===== src/common/wdt_pkg.sv =====
// Package with constants and types shared by the watchdog timer files
package wdt_pkg;

  // Counter geometry
  localparam int          WDT_CNT_W        = 16;
  localparam logic [15:0] WDT_CNT_MAX      = 16'hffff;

  // Prescaler choices, in system clock cycles per tick
  localparam int          WDT_DIV_SLOW     = 16384;
  localparam int          WDT_DIV_FAST     = 256;
  localparam int          WDT_PRESC_W      = 14;

  // Prescaler select encoding
  localparam logic        WDT_SEL_FAST     = 1'b0;
  localparam logic        WDT_SEL_SLOW     = 1'b1;

  // Power-up defaults: 256 ticks of 256 cycles give 6.55 ms at 10 MHz
  localparam logic        WDT_SEL_RESET    = WDT_SEL_FAST;
  localparam logic [15:0] WDT_RELOAD_RESET = 16'hff00;
  localparam int          WDT_REF_FREQ_MHZ = 10;
  localparam int          WDT_DEFAULT_US   = 6500;

  // Prewarning phase before the reset request, in ticks of the prescaler
  localparam logic [15:0] WDT_PREWARN_TICKS = 16'h0001;

  // Clock of this design
  localparam int          WDT_CLK_MHZ      = 200;

  typedef enum logic [1:0] {
    WDT_ST_RUN,
    WDT_ST_OFF,
    WDT_ST_PREWARN,
    WDT_ST_RESET
  } wdt_state_t;

endpackage : wdt_pkg


===== src/rtl/wdt_prescaler.sv =====
// Selectable prescaler that turns the system clock into watchdog tick pulses
`timescale 1ns/10ps
module wdt_prescaler
  import wdt_pkg::*;
#(
  parameter int DIV_SLOW = WDT_DIV_SLOW,
  parameter int DIV_FAST = WDT_DIV_FAST
) (
  input  wire logic mclk,
  input  wire logic rst,
  input  wire logic clear,
  input  wire logic run,
  input  wire logic sel,
  output logic      tick
);

  localparam logic [WDT_PRESC_W-1:0] LAST_SLOW = WDT_PRESC_W'(DIV_SLOW - 1);
  localparam logic [WDT_PRESC_W-1:0] LAST_FAST = WDT_PRESC_W'(DIV_FAST - 1);

  logic [WDT_PRESC_W-1:0] div_reg;
  logic [WDT_PRESC_W-1:0] last;

  assign last = (sel == WDT_SEL_SLOW) ? LAST_SLOW : LAST_FAST;

  always_ff @(posedge mclk) begin
    if (rst || clear) begin
      div_reg <= '0;
    end else if (run) begin
      // A lowered divisor mid-count restarts instead of running the long way round
      if (div_reg >= last) begin
        div_reg <= '0;
      end else begin
        div_reg <= div_reg + 1'b1;
      end
    end
  end

  assign tick = run && !clear && (div_reg >= last);

endmodule : wdt_prescaler


===== src/rtl/wdt_top.sv =====
// Watchdog timer: prescaled 16-bit counter with service, disable, enable and overflow alarm
`timescale 1ns/10ps
module wdt_top
  import wdt_pkg::*;
#(
  parameter int DIV_SLOW = WDT_DIV_SLOW,
  parameter int DIV_FAST = WDT_DIV_FAST
) (
  input  wire logic                 mclk,
  input  wire logic                 rst,
  input  wire logic                 wd_service_cmd,
  input  wire logic                 wd_disable_cmd,
  input  wire logic                 wd_enable_cmd,
  input  wire logic                 reload_wr,
  input  wire logic [WDT_CNT_W-1:0] reload_wdata,
  input  wire logic                 presc_sel_wr,
  input  wire logic                 presc_sel_wdata,
  output logic      [WDT_CNT_W-1:0] wd_count,
  output logic      [WDT_CNT_W-1:0] wd_reload_value,
  output logic                      wd_presc_sel,
  output logic                      wd_enabled,
  output logic                      wd_prewarn_irq,
  output logic                      wd_prewarn_active,
  output logic                      wd_reset_req
);

  wdt_state_t             state_reg;
  wdt_state_t             state_next;
  logic [WDT_CNT_W-1:0]   count_reg;
  logic [WDT_CNT_W-1:0]   reload_reg;
  logic                   sel_reg;
  logic [WDT_CNT_W-1:0]   warn_cnt_reg;
  logic                   irq_reg;
  logic                   rstreq_reg;
  logic                   tick;
  logic                   counting;
  logic                   service;
  logic                   overflow;
  logic                   warn_done;
  logic                   enabled_reg;
  logic                   enabled_next;
  logic                   active_reg;
  logic                   active_next;

  // Commands are ignored once the alarm sequence has started, so a runaway
  // program cannot silence a watchdog that has already fired.
  assign counting  = (state_reg == WDT_ST_RUN) || (state_reg == WDT_ST_PREWARN);
  assign service   = wd_service_cmd && (state_reg != WDT_ST_PREWARN)
                     && (state_reg != WDT_ST_RESET);
  assign overflow  = (state_reg == WDT_ST_RUN) && tick && (count_reg == WDT_CNT_MAX);
  assign warn_done = (state_reg == WDT_ST_PREWARN) && tick
                     && (warn_cnt_reg == WDT_PREWARN_TICKS - 16'h0001);

  wdt_prescaler #(
    .DIV_SLOW (DIV_SLOW),
    .DIV_FAST (DIV_FAST)
  ) u_presc (
    .mclk  (mclk),
    .rst   (rst),
    .clear (service),
    .run   (counting),
    .sel   (sel_reg),
    .tick  (tick)
  );

  always_ff @(posedge mclk) begin
    if (rst) begin
      reload_reg <= WDT_RELOAD_RESET;
    end else if (reload_wr) begin
      reload_reg <= reload_wdata;
    end
  end

  always_ff @(posedge mclk) begin
    if (rst) begin
      sel_reg <= WDT_SEL_RESET;
    end else if (presc_sel_wr) begin
      sel_reg <= presc_sel_wdata;
    end
  end

  // State sequencing
  always_comb begin
    state_next = state_reg;
    unique case (state_reg)
      WDT_ST_RUN: begin
        if (overflow) begin
          state_next = WDT_ST_PREWARN;
        end else if (wd_disable_cmd) begin
          state_next = WDT_ST_OFF;
        end
      end
      WDT_ST_OFF: begin
        // enable resumes; disable wins a tie
        if (wd_enable_cmd && !wd_disable_cmd) begin
          state_next = WDT_ST_RUN;
        end
      end
      WDT_ST_PREWARN: begin
        if (warn_done) begin
          state_next = WDT_ST_RESET;
        end
      end
      WDT_ST_RESET: begin
        state_next = WDT_ST_RESET;
      end
    endcase
  end

  always_ff @(posedge mclk) begin
    if (rst) begin
      state_reg <= WDT_ST_RUN;
    end else begin
      state_reg <= state_next;
    end
  end

  // Flags follow the state being entered, so their registered copies change
  // on the same edge as the state register itself
  always_comb begin
    enabled_next = 1'b1;
    active_next  = 1'b0;
    unique case (state_next)
      WDT_ST_RUN: begin
        enabled_next = 1'b1;
      end
      WDT_ST_OFF: begin
        enabled_next = 1'b0;
      end
      WDT_ST_PREWARN: begin
        active_next = 1'b1;
      end
      WDT_ST_RESET: begin
        enabled_next = 1'b1;
      end
    endcase
  end

  always_ff @(posedge mclk) begin
    if (rst) begin
      enabled_reg <= 1'b1;
    end else begin
      enabled_reg <= enabled_next;
    end
  end

  always_ff @(posedge mclk) begin
    if (rst) begin
      active_reg <= 1'b0;
    end else begin
      active_reg <= active_next;
    end
  end

  always_ff @(posedge mclk) begin
    if (rst) begin
      count_reg <= WDT_RELOAD_RESET;
    // service reloads counter
    // Also while disabled, so the interval can be refreshed before enabling
    end else if (service) begin
      count_reg <= reload_reg;
    end else if (tick && (state_reg == WDT_ST_RUN)) begin
      count_reg <= count_reg + 16'h0001;
    end
  end

  // Ticks spent in prewarning
  always_ff @(posedge mclk) begin
    if (rst || (state_reg != WDT_ST_PREWARN)) begin
      warn_cnt_reg <= '0;
    end else if (tick) begin
      warn_cnt_reg <= warn_cnt_reg + 16'h0001;
    end
  end

  // prewarning pulse
  // One cycle only; the interrupt controller is expected to latch it
  always_ff @(posedge mclk) begin
    if (rst) begin
      irq_reg <= 1'b0;
    end else begin
      irq_reg <= overflow;
    end
  end

  // reset request held
  // Sticky until rst: whatever acts on the request may take many cycles
  always_ff @(posedge mclk) begin
    if (rst) begin
      rstreq_reg <= 1'b0;
    end else if (warn_done) begin
      rstreq_reg <= 1'b1;
    end
  end

  assign wd_count          = count_reg;
  assign wd_reload_value   = reload_reg;
  assign wd_presc_sel      = sel_reg;
  assign wd_enabled        = enabled_reg;
  assign wd_prewarn_irq    = irq_reg;
  assign wd_prewarn_active = active_reg;
  assign wd_reset_req      = rstreq_reg;

endmodule : wdt_top


===== config.mk =====
export PLATFORM = sky130hd
export DESIGN_NAME = wdt_top
export DESIGN_NICKNAME = d
export VERILOG_FILES = /design/src/common/wdt_pkg.sv /design/src/rtl/wdt_prescaler.sv /design/src/rtl/wdt_top.sv
export SDC_FILE = /design/constraint.sdc
export NUM_CORES = 1
export LEC_CHECK = 0
export CORE_ASPECT_RATIO = 0.8
export CORE_UTILIZATION = 40
export DETAILED_ROUTE_END_ITERATION = 16
export DONT_BUFFER_PORTS = 1
export PLACE_DENSITY = 0.57
export REMOVE_ABC_BUFFERS = 1
export SLEW_MARGIN = 20
export SYNTH_ARGS = -nofsm -noshare
export SYNTH_HDL_FRONTEND = slang
export SYNTH_SLANG_ARGS = --single-unit

===== constraint.sdc =====
create_clock -name mclk -period 2.6 [get_ports mclk]
set_input_delay 0.26 -clock mclk [delete_from_list [all_inputs] [get_ports mclk]]
set_output_delay 0.26 -clock mclk [all_outputs]
set_load 0.02 [all_outputs]

## Yosys cells after proc, flatten, opt, wreduce, memory -nomap -nowiden

Cells that the tools add are included.

| operators by class | value |
|---|---|
| muxes and demuxes | 11 |
| reductions and logical operators | 17 |
| order comparisons | 1 |
| $add $sub $neg | 3 |
| equality and inequality tests | 8 |

Operator list:

| kind | count |
|---|---|
| $add 16x1->16 const B | 2 |
| $mux 16 | 2 |
| $mux 14 | 2 |
| $eq 16x16->1 const B | 1 |
| $logic_not 16->1 | 1 |
| $add 14x1->14 const B | 1 |
| $ge 14x14->1 | 1 |
| $logic_and 1x1->1 | 9 |
| $mux 2 | 4 |
| $pmux 2 s4 | 1 |
| $eq 2x2->1 const B | 3 |
| $eq 2x1->1 const B | 2 |
| $ne 2x2->1 const B | 2 |
| $logic_or 1x1->1 | 3 |
| $logic_not 1->1 | 2 |
| $logic_not 2->1 | 1 |
| $mux 1 | 2 |
| $reduce_bool 2->1 | 1 |

| word-level totals | value |
|---|---|
| bits in registers | 69 |
| output and inout port bits | 37 |

## Longest topological paths before layout

| depth | value |
|---|---|
| word-level depth | 12 |
| gate-level depth with buffers | 8 |
| mapped depth without buffers | 7 |

## Hierarchy

Synthesis repeated with hierarchy kept, for this count alone.

| unflattened totals | value |
|---|---|
| cell total of the unflattened synthesis | 398 |
| area total of the unflattened synthesis | 3509.6 um^2 |

By module, submodules not included:

| module | instances | seq. area each (um^2) | area an instance (um^2) | cells each |
|---|---|---|---|---|
| wdt_top | 1 | 1101.1 | 2583.7 | 297 |
| wdt_prescaler | 1 | 280.3 | 925.9 | 101 |

## Worst setup path before layout

OpenSTA, ideal clock, no wires.

| timing | value |
|---|---|
| path type | register to register |
| start point | register sel_reg (netlist: wd_presc_sel) |
| end point | register warn_cnt_reg[10] |
| stages on the path, launching flop included | 8 |
| arrival | 2.395 ns |
| path buffers | 0 |
| period minus slack after synthesis | 2.511 ns |
| setup slack | 0.089 ns |
| path through | dfxtp_1 -> inv_1 -> ha_1 -> nand4_1 -> or4_4 -> a311oi_4 -> a31oi_1 -> a41o_1 |

| between the ends | value |
|---|---|
| cells in the longest elaborated chain, start to end | 3 |

Ends and longest elaborated chain:

| item | line | source |
|---|---|---|
| start: declaration | wdt_top.sv:31 | `logic sel_reg;` |
| start signal: assignment | wdt_top.sv:78 | `sel_reg <= presc_sel_wdata;` |
| $mux 14 | wdt_prescaler.sv:23 | `assign last = (sel == WDT_SEL_SLOW) ? LAST_SLOW : LAST_FAST;` |
| $ge 14x14->1 | wdt_prescaler.sv:38 | `assign tick = run && !clear && (div_reg >= last);` |
| $logic_and 1x1->1 | wdt_prescaler.sv:38 |  |
| end signal: assignment | wdt_top.sv:172 | `warn_cnt_reg <= warn_cnt_reg + 16'h0001;` |
| end: declaration | wdt_top.sv:32 | `logic [WDT_CNT_W-1:0] warn_cnt_reg;` |

Every way passes these cells.
A chain may end at the register's enable or synchronous reset.

## Final worst setup path

| timing | value |
|---|---|
| start point | register sel_reg (netlist: wd_presc_sel) |
| end point | register warn_cnt_reg[13] |

Same word-level chain as after synthesis.

==> results.cfg <==
[timing]
finalHoldViolCount = 0
finalSetupViolations = 0
slew_violations = 0
slew_headroom_pct = 41.8
finalClockSkew_ps = 10.3
worst_slew_pin_slew_ps = 871
setup_slack_ps = 162
tns_ps = 0
finalCriticalPeriod_ps = 2440
fmax_mhz = 410
finalCritPeriodShare_pct = 93.8

[final_layout]
fin_cells = 553
fillers = 829
layout.nets = 471
layout_common_cells = dfxtp_1, nor2_1, nand2_1
areaGrowthSynthToFinish_pct = 15.2
final_common_cell = dfxtp_1
drive_above_1_share_pct = 13.6
diodes = 0

[setup_path]
r2r_slack_ps = 160
crit_path_end = warn_cnt_reg[13]
crit_required_ps = 2870
crit_path_end_kind = register
crit_fanout = 19
crit_start = wd_presc_sel
worstReg2RegEnd = warn_cnt_reg[13]
r2r_start = wd_presc_sel
cp.arrival_ps = 2710
r2r_cells = 10
critPathKind = reg2reg
cp-start-kind = register

[route]
drc = 0
drt_iter0_markers = 139
antenna_left = 0
drt_wl_total_um = 9160
via_count = 3188
wl_per_cell_um = 16.6
vias_per_cell = 5.76
drt_first_pass_iters = 4

[logic_synthesis]
synth_edf_count = 0
yosys.cell_types.count = 58
synthTopCellsByArea = dfxtp_1, mux2i_1, nor2_1, nand2_1, ha_1
yosysTopAreaCell = dfxtp_1
async_reset_ff_share_pct = 0
ys_warn_count = 0
synth_cells = 414
synth_top_area_share_pct = 39.2
ys_ff_latch = 69
syn_area_sq_um = 3520
ys_seq_area_share_pct = 39.2
ys.flop_type = dfxtp_1
avgSynthCellArea_sq_um = 8.51

[grt]
track_usage_pct = 20.4
antenna_found_initial = 0
grt_pass1_vias = 2791
grt_overflow_total = 0
grt_max_degree = 21
grt_pass1_wl_um = 14500

[clocking]
cts_root_buffer = clkbuf_8
cts_tree = yes
clkTransAtPathRegs_ps = 80
clockBufferDepth = 2
clk-insertion-delay-late_ps = 360
numCtsBuffers = 9
clock_sinks = 69
htree_levels = 3

[min_path]
hold_class = in2reg

[run]
maxCapViolations = 0

[floorplan]
die_w_um = 107
row_count = 30
initial_core_util_pct = 41.4
ios = 61
core_sq_um = 8520
dieArea_sq_um = 9190
die_h_um = 86.0

[place]
dpl.hpwl_um = 6360
gp_congestion = 0.854
dp_cells = 530
place_ws_ps = 16.7
port-buffer-count = 0

[power]
irDropWorstVdd_mv = 0.289
powerDensity_nw_per_um2 = 522
leakage_nw = 1.52
power_mw = 2.12

[outcome]
status = finished clean
==> critical path, cell delays in order, from the launching register on <==
cell and delay [ps]:
dfxtp_1 330, inv_1 100, buf_4 150, ha_1 300, nand3_2 110, nor4_4 210
buf_4 180, o311ai_2 110, buf_12 180, or4_1 520, a21oi_2 150
==> Yosys cell counts (12+ instances only) <==
library cell	count
clkbuf_1	18
mux2i_1	20
nor2_1	48
or4_1	12
nor3_1	14
and3_1	14
nand2_1	43
nand3_1	15
o31ai_1	12
a21oi_1	22
dfxtp_1	69
==> logic make-up after synthesis <==
| family | count (synthesis) | share of synthesized area [%] |
|---|---|---|
| and+or+nand+nor | 187 | 27.7 |
| AOI/OAI and AO/OA | 82 | 16.8 |
| DFF | 69 | 39.2 |
| buffers and inverters | 32 | 3.55 |
| muxes | 20 | 5.68 |
| xor gates and xnor gates | 14 | 3.48 |
| adders and majority gates | 10 | 3.55 |
==> stage by stage <==
stage | hold WS [ps] | area (sq um) | util, %
finish | 29.5 | 4060 | 47.7
CTS | 19.2 | 3990 | 46.8
global placement | 334 | 3780 | 44.4
floorplan | 329 | 3440 | -
detailed placement | 337 | 3780 | 44.4
global route | 22.5 | 4060 | 47.7
==> routing by layer <==
metal | vias to the layer above | GRT usage (%) | wire length [um]
li1 | 1588 | - | -
met1 | 1492 | 29.1 | 4590
met2 | 101 | 28.2 | 3870
met3 | 7 | 8.13 | 637
met4 | 0 | 5.11 | 55
met5 | - | 0 | 0
==> how the worst min path moves through the flow <==
stage / slack, ps / to / cells past startpoint / from
2_1_floorplan: 330 / wd_count[1] / 1 / rst
3_3_place_gp: 330 / wd_reload_value[6] / 1 / rst
3_5_place_dp: 340 / wd_count[2] / 1 / rst
4_1_cts: 20 / wd_reload_value[13] / 2 / reload_wdata[13]
5_1_grt: 20 / wd_reload_value[13] / 2 / reload_wdata[13]
6_report: 30 / wd_reload_value[14] / 2 / reload_wdata[14]
==> power by group <==
| part | switching, mW | internal [mW] | total [mW] |
|---|---|---|---|
| logic | 0.0953 | 0.0683 | 0.164 |
| clock network | 0.400 | 0.419 | 0.818 |
| registers | 0.0518 | 1.09 | 1.14 |
| total | 0.547 | 1.57 | 2.12 |
==> final cells by class <==
cell class | instances | area (sq um) | share of cell area [%]
tap | 112 | 140 | 3.45
inverter | 10 | 37.5 | 0.924
timing repair buffer | 34 | 270 | 6.65
multi-input combinational | 313 | 2050 | 50.6
clock buffer | 14 | 173 | 4.25
clock inverter | 1 | 5.00 | 0.123
sequential | 69 | 1380 | 34.0
==> what timing repair did <==
action                                  in CTS  in global routing
hold buffers                                 1                  0
endpoints found under the hold margin       15                  0
pin swaps                                    1                  2
endpoints found under the setup margin       1                 35
buffers inserted                             2                  5
gates resized for setup                      0                  7
Power figures use the tool's default switching activity.
